File: src/pkg/t01cs_consts.vh
/*
 * Constants for the timer 0/1 control and clock-select block: register
 * addresses, field positions, reset values and prescale divisors.
 * Assumes an 8-bit special-function-register bus with byte addresses.
 */
`ifndef T01CS_CONSTS_VH
`define T01CS_CONSTS_VH

`define T01CS_ADDR_CTRL 8'h88
`define T01CS_ADDR_MODE 8'h89
`define T01CS_ADDR_LO0 8'h8a
`define T01CS_ADDR_LO1 8'h8b
`define T01CS_ADDR_HI0 8'h8c
`define T01CS_ADDR_HI1 8'h8d
`define T01CS_ADDR_CKSEL 8'h8e

`define T01CS_CTRL_RESET 8'h00
`define T01CS_MODE_RESET 8'h00
`define T01CS_CKSEL_RESET 8'h00
`define T01CS_COUNT_RESET 8'h00

// Control register fields
`define T01CS_OVF_ONE 7
`define T01CS_RUN_ONE 6
`define T01CS_OVF_ZERO 5
`define T01CS_RUN_ZERO 4
`define T01CS_EXT_ONE_FLAG 3
`define T01CS_EXT_ONE_EDGE 2
`define T01CS_EXT_ZERO_FLAG 1
`define T01CS_EXT_ZERO_EDGE 0

// Mode register fields
`define T01CS_GATE_ONE 7
`define T01CS_CNT_SEL_ONE 6
`define T01CS_M1_HI 5
`define T01CS_M1_LO 4
`define T01CS_GATE_ZERO 3
`define T01CS_CNT_SEL_ZERO 2
`define T01CS_M0_HI 1
`define T01CS_M0_LO 0

// Clock-select fields
`define T01CS_CK3_HI 7
`define T01CS_CK3_LO 6
`define T01CS_CK2_HI 5
`define T01CS_CK2_LO 4
`define T01CS_CK_ONE_SYS 3
`define T01CS_CK_ZERO_SYS 2
`define T01CS_SCA_HI 1
`define T01CS_SCA_LO 0

// Operating modes
`define T01CS_MODE_13BIT 2'h0
`define T01CS_MODE_16BIT 2'h1
`define T01CS_MODE_RELOAD 2'h2
`define T01CS_MODE_SPLIT 2'h3

// Prescale encodings and divisors
`define T01CS_SCA_DIV12 2'h0
`define T01CS_SCA_DIV4 2'h1
`define T01CS_SCA_DIV48 2'h2
`define T01CS_SCA_EXT8 2'h3
`define T01CS_DIV4 4
`define T01CS_DIV12 12
`define T01CS_DIV48 48
`define T01CS_EXT_DIV 8

`endif

File: src/hw/t01cs_top.v
/*
 * Timer 0/1 control, mode and counting logic, external interrupt flags,
 * shared prescaler and the clock-select ticks handed to timers 2 and 3.
 * Assumes a single-cycle SFR write strobe and a read strobe answered one
 * clock later; the interrupt, event and oscillator pins are asynchronous to clk and resynchronised here.
 */
// Summary of operation
// - Timer one overflow sets its flag; while timer zero is split its high byte overflow does; software or vectoring clears it.
// - Timer zero overflow sets its flag; software or vectoring clears it.
// - Each run bit enables its timer at one, disables at zero; timer one ignores its bit while timer zero is split.
// - Interrupt one flag set by edge or level; edge mode clears on vectoring.
// - Level mode: interrupt one flag reads one while its input is active.
// - Interrupt zero flag: edge sets, vector clears; level follows input.
// - Type bit zero means level triggered, one means edge triggered.
// - Timer one runs on run bit, and input one when gated; while timer zero is split it runs on its mode alone.
// - Timer zero runs on run bit, and input zero when gated.
// - Timer one counts selected clock, or falling edges of its event pin unless timer zero is split.
// - Timer zero counts selected clock, or falling edges of its event pin.
// - Timer one modes: 13-bit, 16-bit, 8-bit reload, inactive.
// - Timer zero modes: 13-bit, 16-bit, 8-bit reload, two 8-bit counters.
// - Timer one clock select: prescaled at zero, system clock at one.
// - Timer zero clock select: prescaled at zero, system clock at one.
// - Prescale field: divide by 12, 4, 48, or external clock by 8.
// - Divided external clock is synchronised before advancing a timer.
// - Timer two byte clock selects pick system or external-setting clock.
// - Timer three byte clock selects likewise; high bit only when split.
// - Both timers expose readable, writable low and high bytes, reset zero.
// - 13-bit mode wraps from 0x1FFF to zero and sets overflow.
// - Reload mode: low byte overflow reloads from high byte, sets flag.
// - Split mode: high byte counts internal clock under timer one run.
// - Setting a run bit never clears or presets the count.
`timescale 1ns/1ps
`include "t01cs_consts.vh"

module t01cs_top (
  input wire clk,
  input wire rst_n,
  input wire [7:0] sfr_addr,
  input wire sfr_wr,
  input wire sfr_rd,
  input wire [7:0] sfr_wdata,
  input wire irq_input_zero,
  input wire irq_input_one,
  input wire irq_input_zero_polarity,
  input wire irq_input_one_polarity,
  input wire timer_zero_event_pin,
  input wire timer_one_event_pin,
  input wire ext_osc_clk,
  input wire vector_timer_zero,
  input wire vector_timer_one,
  input wire vector_irq_zero,
  input wire vector_irq_one,
  input wire timer_two_ext_clock_setting,
  input wire timer_two_split,
  input wire timer_three_ext_clock_setting,
  input wire timer_three_split,
  output reg [7:0] sfr_rdata_q,
  output reg timer_zero_irq_q,
  output reg timer_one_irq_q,
  output reg ext_irq_zero_irq_q,
  output reg ext_irq_one_irq_q,
  output reg timer_one_ovf_pulse_q,
  output reg timer_two_low_tick_q,
  output reg timer_two_high_tick_q,
  output reg timer_three_low_tick_q,
  output reg timer_three_high_tick_q
);

  // Sync bit order: irq0, irq1, event0, event1, ext osc
  reg [4:0] sync1_q;
  reg [4:0] sync2_q;
  reg [4:0] sync3_q;
  reg [7:0] ctrl_q;
  reg [7:0] mode_q;
  reg [7:0] cksel_q;
  // Count bytes of both timers
  reg [7:0] lo0_q;
  reg [7:0] hi0_q;
  reg [7:0] lo1_q;
  reg [7:0] hi1_q;
  // Free-running prescaler counters
  reg [1:0] div4_q;
  reg [3:0] div12_q;
  reg [5:0] div48_q;
  reg [2:0] ext_div_q;
  reg [7:0] ctrl_d;
  reg [7:0] lo0_d;
  reg [7:0] hi0_d;
  reg [7:0] lo1_d;
  reg [7:0] hi1_d;
  reg [16:0] step0;
  reg [16:0] step1;
  reg [8:0] hi0_step;
  reg [7:0] rdata_d;
  reg ovf0;
  reg ovf1;
  reg ovf_hi0;

  // Active level after polarity; polarity is static so it needs no sync
  wire irq0_act = sync2_q[0] ~^ irq_input_zero_polarity;
  wire irq1_act = sync2_q[1] ~^ irq_input_one_polarity;
  wire irq0_prev = sync3_q[0] ~^ irq_input_zero_polarity;
  wire irq1_prev = sync3_q[1] ~^ irq_input_one_polarity;
  // Event pins must hold each level at least one cycle or edges are lost
  wire ev0_fall = sync3_q[2] & ~sync2_q[2];
  wire ev1_fall = sync3_q[3] & ~sync2_q[3];
  // Rising edge of the synced oscillator; it must stay below clk / 2
  wire ext_rise = sync2_q[4] & ~sync3_q[4];
  wire ext8_tick = ext_rise & ({29'h0, ext_div_q} == `T01CS_EXT_DIV - 1);

  // Compared at full width so the divisors need no cast
  wire tick4 = ({30'h0, div4_q} == `T01CS_DIV4 - 1);
  wire tick12 = ({28'h0, div12_q} == `T01CS_DIV12 - 1);
  wire tick48 = ({26'h0, div48_q} == `T01CS_DIV48 - 1);

  wire [1:0] sca = cksel_q[`T01CS_SCA_HI:`T01CS_SCA_LO];
  wire [1:0] m0 = mode_q[`T01CS_M0_HI:`T01CS_M0_LO];
  wire [1:0] m1 = mode_q[`T01CS_M1_HI:`T01CS_M1_LO];
  wire split0 = (m0 == `T01CS_MODE_SPLIT);

  reg presc_tick;
  always @* begin
    case (sca)
      `T01CS_SCA_DIV12: presc_tick = tick12;
      `T01CS_SCA_DIV4: presc_tick = tick4;
      `T01CS_SCA_DIV48: presc_tick = tick48;
      default: presc_tick = ext8_tick;
    endcase
  end

  // Internal clock: system clock when the select bit is set
  wire clk0_tick = cksel_q[`T01CS_CK_ZERO_SYS] | presc_tick;
  wire clk1_tick = cksel_q[`T01CS_CK_ONE_SYS] | presc_tick;
  wire src0 = mode_q[`T01CS_CNT_SEL_ZERO] ? ev0_fall : clk0_tick;
  // Timer one loses its event pin while timer zero is split
  wire src1 = (mode_q[`T01CS_CNT_SEL_ONE] & ~split0) ? ev1_fall : clk1_tick;
  wire run0 = ctrl_q[`T01CS_RUN_ZERO] & (~mode_q[`T01CS_GATE_ZERO] | irq0_act);
  wire run1_norm = ctrl_q[`T01CS_RUN_ONE] & (~mode_q[`T01CS_GATE_ONE] | irq1_act);
  // While timer zero is split, timer one runs on its mode alone
  wire run1 = (split0 ? 1'b1 : run1_norm) & (m1 != `T01CS_MODE_SPLIT);
  wire inc0 = run0 & src0;
  wire inc1 = run1 & src1;
  // Split high byte never counts pin events, only the internal clock
  wire inc_hi0 = split0 & ctrl_q[`T01CS_RUN_ONE] & clk0_tick;

  // One count step for modes 0..2: {overflow, high, low}
  function [16:0] t01cs_step;
    input [1:0] mode;
    input [7:0] th;
    input [7:0] tl;
    reg [5:0] lo5;
    reg [8:0] hi;
    reg [8:0] lo8;
    reg [16:0] full;
    begin
      lo5 = {1'b0, tl[4:0]} + 6'h01;
      hi = {1'b0, th} + 9'h001;
      lo8 = {1'b0, tl} + 9'h001;
      full = {1'b0, th, tl} + 17'h00001;
      case (mode)
        `T01CS_MODE_13BIT: begin
          if (lo5[5])
            t01cs_step = {hi[8], hi[7:0], tl[7:5], 5'h00};
          else
            t01cs_step = {1'b0, th, tl[7:5], lo5[4:0]};
        end
        `T01CS_MODE_16BIT: t01cs_step = full;
        `T01CS_MODE_RELOAD: begin
          if (lo8[8])
            t01cs_step = {1'b1, th, th};
          else
            t01cs_step = {1'b0, th, lo8[7:0]};
        end
        default: t01cs_step = {1'b0, th, tl};
      endcase
    end
  endfunction

  always @* begin
    step0 = t01cs_step(m0, hi0_q, lo0_q);
    step1 = t01cs_step(m1, hi1_q, lo1_q);
    hi0_step = {1'b0, hi0_q} + 9'h001;
    ovf0 = 1'b0;
    ovf1 = 1'b0;
    ovf_hi0 = 1'b0;
    // Count bytes; a write to a byte wins over its count step
    lo0_d = lo0_q;
    hi0_d = hi0_q;
    lo1_d = lo1_q;
    hi1_d = hi1_q;
    if (inc0) begin
      if (split0) begin
        lo0_d = lo0_q + 8'h01;
        ovf0 = (lo0_q == 8'hff);
      end else begin
        lo0_d = step0[7:0];
        hi0_d = step0[15:8];
        ovf0 = step0[16];
      end
    end
    if (inc_hi0) begin
      hi0_d = hi0_step[7:0];
      ovf_hi0 = hi0_step[8];
    end
    if (inc1) begin
      lo1_d = step1[7:0];
      hi1_d = step1[15:8];
      ovf1 = step1[16];
    end
    // No byte latching: a 16-bit read may tear while running
    if (sfr_wr && sfr_addr == `T01CS_ADDR_LO0)
      lo0_d = sfr_wdata;
    if (sfr_wr && sfr_addr == `T01CS_ADDR_HI0)
      hi0_d = sfr_wdata;
    if (sfr_wr && sfr_addr == `T01CS_ADDR_LO1)
      lo1_d = sfr_wdata;
    if (sfr_wr && sfr_addr == `T01CS_ADDR_HI1)
      hi1_d = sfr_wdata;
  end

  // Control register: software write, then vector clear, then set wins
  always @* begin
    ctrl_d = ctrl_q;
    if (sfr_wr && sfr_addr == `T01CS_ADDR_CTRL)
      ctrl_d = sfr_wdata;
    if (vector_timer_one)
      ctrl_d[`T01CS_OVF_ONE] = 1'b0;
    if (vector_timer_zero)
      ctrl_d[`T01CS_OVF_ZERO] = 1'b0;
    // Level flags are not cleared by vectoring; they track the pin
    if (vector_irq_one && ctrl_q[`T01CS_EXT_ONE_EDGE])
      ctrl_d[`T01CS_EXT_ONE_FLAG] = 1'b0;
    if (vector_irq_zero && ctrl_q[`T01CS_EXT_ZERO_EDGE])
      ctrl_d[`T01CS_EXT_ZERO_FLAG] = 1'b0;
    // Split timer zero high byte owns the timer one flag
    if (split0 ? ovf_hi0 : ovf1)
      ctrl_d[`T01CS_OVF_ONE] = 1'b1;
    if (ovf0)
      ctrl_d[`T01CS_OVF_ZERO] = 1'b1;
    // Sets come last so an event never loses to a same-cycle clear
    if (ctrl_d[`T01CS_EXT_ONE_EDGE]) begin
      if (irq1_act & ~irq1_prev)
        ctrl_d[`T01CS_EXT_ONE_FLAG] = 1'b1;
    end else begin
      ctrl_d[`T01CS_EXT_ONE_FLAG] = irq1_act;
    end
    if (ctrl_d[`T01CS_EXT_ZERO_EDGE]) begin
      if (irq0_act & ~irq0_prev)
        ctrl_d[`T01CS_EXT_ZERO_FLAG] = 1'b1;
    end else begin
      ctrl_d[`T01CS_EXT_ZERO_FLAG] = irq0_act;
    end
  end

  // Read mux; unmapped addresses read zero
  always @* begin
    case (sfr_addr)
      `T01CS_ADDR_CTRL: rdata_d = ctrl_q;
      `T01CS_ADDR_MODE: rdata_d = mode_q;
      `T01CS_ADDR_LO0: rdata_d = lo0_q;
      `T01CS_ADDR_HI0: rdata_d = hi0_q;
      `T01CS_ADDR_LO1: rdata_d = lo1_q;
      `T01CS_ADDR_HI1: rdata_d = hi1_q;
      `T01CS_ADDR_CKSEL: rdata_d = cksel_q;
      default: rdata_d = 8'h00;
    endcase
  end

  // Byte clock for timers 2/3: system clock when its bit is one
  wire t2_alt = timer_two_ext_clock_setting ? ext8_tick : tick12;
  wire t3_alt = timer_three_ext_clock_setting ? ext8_tick : tick12;
  wire t2_low = cksel_q[`T01CS_CK2_LO] | t2_alt;
  wire t3_low = cksel_q[`T01CS_CK3_LO] | t3_alt;
  // Outside split mode the high byte follows the low-byte clock
  wire t2_high = timer_two_split ? (cksel_q[`T01CS_CK2_HI] | t2_alt) : t2_low;
  wire t3_high = timer_three_split ? (cksel_q[`T01CS_CK3_HI] | t3_alt) : t3_low;

  always @(posedge clk or negedge rst_n) begin
    if (!rst_n) begin
      sync1_q <= 5'h00;
      sync2_q <= 5'h00;
      sync3_q <= 5'h00;
      ctrl_q <= `T01CS_CTRL_RESET;
      mode_q <= `T01CS_MODE_RESET;
      cksel_q <= `T01CS_CKSEL_RESET;
      lo0_q <= `T01CS_COUNT_RESET;
      hi0_q <= `T01CS_COUNT_RESET;
      lo1_q <= `T01CS_COUNT_RESET;
      hi1_q <= `T01CS_COUNT_RESET;
      div4_q <= 2'h0;
      div12_q <= 4'h0;
      div48_q <= 6'h00;
      ext_div_q <= 3'h0;
      sfr_rdata_q <= 8'h00;
      timer_zero_irq_q <= 1'b0;
      timer_one_irq_q <= 1'b0;
      ext_irq_zero_irq_q <= 1'b0;
      ext_irq_one_irq_q <= 1'b0;
      timer_one_ovf_pulse_q <= 1'b0;
      timer_two_low_tick_q <= 1'b0;
      timer_two_high_tick_q <= 1'b0;
      timer_three_low_tick_q <= 1'b0;
      timer_three_high_tick_q <= 1'b0;
    end else begin
      sync1_q <= {ext_osc_clk, timer_one_event_pin, timer_zero_event_pin,
                  irq_input_one, irq_input_zero};
      sync2_q <= sync1_q;
      sync3_q <= sync2_q;
      ctrl_q <= ctrl_d;
      if (sfr_wr && sfr_addr == `T01CS_ADDR_MODE)
        mode_q <= sfr_wdata;
      if (sfr_wr && sfr_addr == `T01CS_ADDR_CKSEL)
        cksel_q <= sfr_wdata;
      lo0_q <= lo0_d;
      hi0_q <= hi0_d;
      lo1_q <= lo1_d;
      hi1_q <= hi1_d;
      div4_q <= tick4 ? 2'h0 : div4_q + 2'h1;
      div12_q <= tick12 ? 4'h0 : div12_q + 4'h1;
      div48_q <= tick48 ? 6'h00 : div48_q + 6'h01;
      if (ext_rise)
        ext_div_q <= ext_div_q + 3'h1;
      // Read data holds until the next read strobe
      if (sfr_rd)
        sfr_rdata_q <= rdata_d;
      // Taken from next state so the copies match the register bits
      timer_zero_irq_q <= ctrl_d[`T01CS_OVF_ZERO];
      timer_one_irq_q <= ctrl_d[`T01CS_OVF_ONE];
      ext_irq_zero_irq_q <= ctrl_d[`T01CS_EXT_ZERO_FLAG];
      ext_irq_one_irq_q <= ctrl_d[`T01CS_EXT_ONE_FLAG];
      // Baud and conversion users still see timer one wrap when split
      timer_one_ovf_pulse_q <= ovf1;
      // Ticks lag their source by one cycle, a fixed phase offset only
      timer_two_low_tick_q <= t2_low;
      timer_two_high_tick_q <= t2_high;
      timer_three_low_tick_q <= t3_low;
      timer_three_high_tick_q <= t3_high;
    end
  end

endmodule // t01cs_top

File: config.mk
export PLATFORM = sky130hd
export DESIGN_NAME = t01cs_top
export DESIGN_NICKNAME = d
export VERILOG_FILES = /design/src/hw/t01cs_top.v
export VERILOG_INCLUDE_DIRS = /design/src /design/src/pkg
export SDC_FILE = /design/constraint.sdc
export NUM_CORES = 1
export LEC_CHECK = 0
export ABC_AREA = 1
export BUFFER_PORTS_ARGS = -buffer_cell sky130_fd_sc_hd__buf_2
export CORE_MARGIN = 1
export CORE_UTILIZATION = 40
export DETAILED_ROUTE_END_ITERATION = 10
export PLACE_DENSITY = 0.69
export SETUP_SLACK_MARGIN = 0.3
export SLEW_MARGIN = 20
export SYNTH_ARGS = -nofsm -noshare
export SYNTH_HDL_FRONTEND = slang
export SYNTH_SLANG_ARGS = --single-unit
File: constraint.sdc
create_clock -name clk -period 2.11 [get_ports clk]
set_input_delay 0.211 -clock clk [delete_from_list [all_inputs] [get_ports clk]]
set_output_delay 0.211 -clock clk [all_outputs]
set_load 0.01 [all_outputs]
### Word level (Yosys, flattened, before mapping)

Index checks and enable logic that the tools add are counted.

| storage, ports and cells | value |
|---|---|
| output and inout port bits | 17 |
| word-level logic and storage cells | 174 |
| input bits | 35 |
| flip-flop bits (word level) | 103 |

| cells by class | value |
|---|---|
| bitwise gates (word level) | 34 |
| muxes and demuxes | 45 |
| add/subtract/negate cells | 13 |
| equal/unequal tests | 27 |
| reduce and logical (&&, ||, !) cells | 28 |

Operators by type and width:

| cell | count |
|---|---|
| case mux 17 bit (3 select lines) | 2 |
| 2-to-1 mux 8 bit | 12 |
| 2-to-1 mux 17 bit | 4 |
| == test 8 bit, second input constant | 8 |
| case mux 8 bit (7 select lines) | 1 |
| adder 8 x 1 -> 9 bit, second input constant | 4 |
| adder 16 x 1 -> 17 bit, second input constant | 2 |
| 2-to-1 mux 1 bit | 22 |
| bitwise AND 1 bit | 14 |
| adder 5 x 1 -> 6 bit, second input constant | 2 |
| nonzero test 4 bit | 3 |
| == test 2 bit, second input constant | 5 |
| logical AND 1 bit | 9 |
| inequality test 3 bit, second input constant | 3 |
| nonzero test 3 bit | 3 |
| adder 8 x 1 -> 8 bit, second input constant | 1 |
| inverter 1 bit | 8 |
| bitwise OR 1 bit | 8 |
| adder 6 x 1 -> 6 bit, second input constant | 1 |
| == test 2 x 1 -> 1 bit, second input constant | 3 |
| == test 6 bit, second input constant | 1 |
| logical NOT 2 bit | 3 |
| 2-to-1 mux 6 bit | 1 |
| inequality test 2 bit, second input constant | 3 |
| 17 further kinds | 24 |

### Longest topological paths before layout

| depth | value |
|---|---|
| depth in word-level cells | 10 |
| gate-level depth with buffers | 15 |
| depth with buffers taken out | 15 |

### Least setup slack after synthesis

No wires, ideal clock.

| path | value |
|---|---|
| kind | reg2reg |
| start point | reg ext_div_q[0] |
| end point | reg lo0_q[5] |
| stages on the path, launching flop included | 15 |
| arrival time | 1,606 ps |
| setup time | 117 ps |
| path slack | 387 ps |
| period minus slack after synthesis | 1,723 ps |
| cell sequence | dfrtp_1 ha_1 ha_1 inv_1 nor2_1 nand2_1 nand2_1 nand2_1 nand3_1 nand2_1 inv_1 nand2_1 nand2_1 nor2_1 nor2_1 |

| on the way | value |
|---|---|
| longest elaborated chain between the ends | 8 |

RTL lines:

| item | RTL line | source |
|---|---|---|
| start, declared | t01cs_top.v:85 | `reg [2:0] ext_div_q;` |
| start signal, assigned | t01cs_top.v:322 | `ext_div_q <= ext_div_q + 3'h1;` |
| == test 3 bit | t01cs_top.v:109 | `` wire ext8_tick = ext_rise & ({29'h0, ext_div_q} == `T01CS_EXT_DIV - 1); `` |
| bitwise AND 1 bit | t01cs_top.v:109 |  |
| case mux 1 bit (3 select lines) | t01cs_top.v:123 | `case (sca)` |
| bitwise OR 1 bit | t01cs_top.v:132 | `` wire clk0_tick = cksel_q[`T01CS_CK_ZERO_SYS] \| presc_tick; `` |
| 2-to-1 mux 1 bit | t01cs_top.v:134 | `` wire src0 = mode_q[`T01CS_CNT_SEL_ZERO] ? ev0_fall : clk0_tick; `` |
| bitwise AND 1 bit | t01cs_top.v:141 | `wire inc0 = run0 & src0;` |
| nonzero test 2 bit (no line) | -- |  |
| AND reduction 3 bit (no line) | -- |  |
| end signal, assigned | t01cs_top.v:286 | `` lo0_q <= `T01CS_COUNT_RESET; `` |
| end signal, assigned | t01cs_top.v:314 | `lo0_q <= lo0_d;` |
| end, declared | t01cs_top.v:77 | `reg [7:0] lo0_q;` |

No other way between the ends.
A chain may end at the register's enable or synchronous reset.

### Worst setup path in the final report

| path | value |
|---|---|
| start point | reg ext_div_q[1] |
| end point | reg hi0_q[4] |

| on the way | value |
|---|---|
| longest elaborated chain between the ends | 8 |
| elaborated cells on any way between the ends | 15 |
| classes of those cells | 4 x eq/ne; 4 x mux; 4 x bitwise; 3 x reduce/logical |

RTL lines:

| item | RTL line | source |
|---|---|---|
| == test 3 bit * | t01cs_top.v:109 |  |
| bitwise AND 1 bit * | t01cs_top.v:109 |  |
| case mux 1 bit (3 select lines) * | t01cs_top.v:123 |  |
| bitwise OR 1 bit * | t01cs_top.v:132 |  |
| 2-to-1 mux 1 bit | t01cs_top.v:134 |  |
| bitwise AND 1 bit | t01cs_top.v:141 |  |
| nonzero test 3 bit (no line) | -- |  |
| AND reduction 5 bit (no line) | -- |  |
| end signal, assigned | t01cs_top.v:287 | `` hi0_q <= `T01CS_COUNT_RESET; `` |
| end signal, assigned | t01cs_top.v:315 | `hi0_q <= hi0_d;` |
| end, declared | t01cs_top.v:78 | `reg [7:0] hi0_q;` |

Mark *: on every way between the ends. The rest lies on a longest branch, timed or not.

==> impl_results.md <==
- Vias in the first global route: between 6000 and 7000
- Reg2Reg Setup Slack: 0.25 ns
- Die width: approximately 130 um
- Cells after Synth: 895
- DR vias: 6503
- Top cell family by delay on the critical path: simple AND/OR/NAND/NOR gates
- Hold path start: timer_three_split
- Layout overhead on the synthesized area: 22.5%
- Number of synthesized flops with an enable pin: 0
- Initial core utilization: 41.3%
- Total Wirelength: between 20000 and 25000 um
- Most frequent cells in the layout: nand2_1 (228), inv_1 (98), dfrtp_1 (92), nand3_1 (83), buf_2 (50)
- Post-synthesis cell type count: 49
- IO Count: 52
- Critical setup path kind: flip-flop to flip-flop
- Pleak: between 3 and 4 nW
- Via density per instance: 5.43
- Chip height: roughly 130 um
- ANT cells: 0
- Post-Layout Inst Area: about 8000 um2
- Clock period minus worst slack: roughly 1.9 ns
- Number of setup violations in the final report: 0
- Fin Setup TNS: 0 ns
- Nets: around 1000
- R2r startpoint: ext_div_q[1]$_DFFE_PN0P_
- Slack of the critical path: 0.250 ns
- Setup WS pre-CTS: about 0.1 ns
- Hold WC Path Type: input port to flip-flop
- Syn avg cell area: 7.39 um2
- Final Hold Vio Count: 0
- Clock Skews: 0.0109 ns
- Crit path cell chain: ha_2 > ha_4 > inv_4 > nor2_4 > nand2_1 > nand2_2 > nand2_8 > nand3_4 > nand3_4 > nand2_4 > nand2_8 > nand2_8 > nand2_2 > nand2_2
- Crit path launch type: flip-flop
- Actual slew at the worst max-slew pin: 0.750 ns
- R2r worst-path depth: 14
- Worst slew margin: approximately half
- CP max FO: 8
- Num CTS Buffers: 9
- Crit. End Element: flip-flop
- Most common cell after layout, fill and taps aside: nand2_1
- Synth async-reset ratio: 100%
- Seq cells post-synth: between 90 and 100
- Worst skew pair latency: 0.36 ns
- CP Buf/Inv Count: 1
- Peak VDD IR: 513 uV
- Unrepaired setup endpoints after global routing: yes
- Area of the multi-input gates: 4030 um2
- Final ANT Viol Nets: 0
- Pins over their slew limit: 0
- Netlist Area Pre-Place: 6610 um2
- Routed len/inst: roughly 17 um
- CP max stage delay: 0.39 ns
- Die Area: around 17000 um2
- Part of the cycle the worst path needs: about nine tenths
- DR pass1 iterations: 5
- Power per Cell Area: 647 nW/um2
- Hold path endpoint: timer_three_high_tick_q$_DFF_PN0_
- CTS tree: yes
- Count of warnings emitted by yosys: 0
- Top_reg_cell synth: dfrtp_1
- Hold depth: 3
- Core area: 16000 um2
- CP required: between 2 and 2.5 ns
- Crit path DAT: 2.10 ns
- CTS H-tree depth: 3
- Initial DRC count: 756
- Gr usage total: between 20% and 30%
- Clock transition at the registers of the reported paths: around 0.070 ns
- Initial antenna violation count: 0
- Outcome: completed
- Mapped Nets: 948
- CP max-delay cell: dfrtp_1
- Reg area: 2490 um2
- # port buffers: 51
- Crit path depth: 14
- DRC viols: 0
- Hpwl dp: between 10000 and 15000 um
- CTS max path bufs: 2
- Root Buffer: clkbuf_16
- First-pass GRT wire length: 31300 um
- Clock Sinks: 99
- Gpl congestion: 0.966
- Largest net degree at the start of global routing: 52
- Post-synthesis sequential area ratio: 37.5%
- Max Fclk: 0.538 GHz
- Max Cap Violations: 0
- Placed Area: 7140 um2
- Layout cells sized above 1: between 20% and 30%
- Rows: 46
- Fill count: between 1500 and 2000
- Grt ovf: 0
- FF-to-FF End: hi0_q[4]$_DFFE_PN0P_
-- power by group --
group | internal [mW] | switching, mW | total (mW) | leakage [nW]
Combinational | 0.515 | 0.754 | 1.27 | 2.44
Clock | 0.871 | 0.837 | 1.71 | 0.147
Sequential | 2.07 | 0.187 | 2.26 | 1.28
-- final cells by class --
type	instances	share of cell area [%]
Multi-Input combinational cell	665	49.8
Sequential cell	99	30.7
Timing Repair Buffer	85	6.72
Inverter	117	5.66
Tap cell	216	3.34
Clock buffer	10	2.95
Clock inverter	6	0.850
-- sequential cells by signal, summed over array words and instances (netlist names), 6 cells and up --
register and count:
lo0_q 8, sfr_rdata_q 8, cksel_q 8, hi1_q 8, hi0_q 8, div48_q 6, ctrl_q 8, lo1_q 8
mode_q 8
-- synth_stat cells, types with 7 or more instances --
| master | instances | share of area (%) |
|---|---|---|
| nor3_1 | 8 | 0.61 |
| nand3b_1 | 8 | 0.91 |
| nor2_2 | 7 | 0.66 |
| o21ai_2 | 20 | 2.6 |
| o22ai_1 | 25 | 2.4 |
| buf_2 | 10 | 0.76 |
| inv_2 | 10 | 0.57 |
| nand2_1 | 248 | 14 |
| o21ai_0 | 35 | 2.6 |
| xor2_1 | 11 | 1.5 |
| nand2_2 | 13 | 1.2 |
| ha_1 | 18 | 3.4 |
| nand4_1 | 9 | 0.85 |
| inv_1 | 102 | 5.8 |
| nor2_1 | 61 | 3.5 |
| o21ai_1 | 8 | 0.61 |
| o211ai_1 | 8 | 0.91 |
| a21oi_1 | 28 | 2.1 |
| nand3_1 | 105 | 7.9 |
| dfrtp_1 | 99 | 37 |
-- routing by layer --
layer | wire length, um | share of wire, % | global-route usage [%]
met2 | 9220 | 45 | 36.9
met5 | 0 | 0 | 0
met4 | 794 | 3.9 | 12.3
met1 | 8770 | 43 | 33.0
met3 | 1530 | 7.5 | 4.93
-- through the flow --
step	hold WS, ns	instances	util (%)	power (mW)
2_1_floorplan	-0.0846	895	-	2.93
3_3_place_gp	0.187	1160	44.6	3.28
3_5_place_dp	0.194	1160	44.6	3.30
4_1_cts	0.0984	1185	47.4	5.07
5_1_grt	0.114	1198	50.6	5.49
6_report	0.110	1198	50.6	5.24
-- logic make-up after synthesis --
group,count (synthesis),share of synthesized area (%)
adders and majority gates,18,3.41
DFF,99,37.5
AOI/OAI and AO/OA,139,13.4
muxes,4,0.681
and+or+nand+nor,488,34.6
buffers and inverters,134,8.69
xor gates and xnor gates,13,1.72
-- worst min-delay path, cell delays in order --
cell and delay [ns]:
buf_2 0.08, o21ai_0 0.07, nand2_1 0.07
-- how the worst max path moves through the flow --
stage	start	to
after floorplan	ext_div_q[0]$_DFFE_PN0P_	lo0_q[5]$_DFFE_PN0P_
after global placement	ext_div_q[0]$_DFFE_PN0P_	hi0_q[0]$_DFFE_PN0P_
after detailed placement	ext_div_q[0]$_DFFE_PN0P_	hi0_q[0]$_DFFE_PN0P_
after CTS	mode_q[1]$_DFFE_PN0P_	lo1_q[5]$_DFFE_PN0P_
after global routing	ext_div_q[1]$_DFFE_PN0P_	hi0_q[4]$_DFFE_PN0P_
final	ext_div_q[1]$_DFFE_PN0P_	hi0_q[4]$_DFFE_PN0P_
-- timing repair --
item / CTS / global route
hold buffers: 6 / 0
hold endpoints to repair: 33 / 0
setup buffers: 2 / 11
gates cloned: 1 / 2
endpoints found under the setup margin: 34 / 35
resized for setup: 16 / 105
pin swaps: 1 / 17
Power figures use the tool's default switching activity.
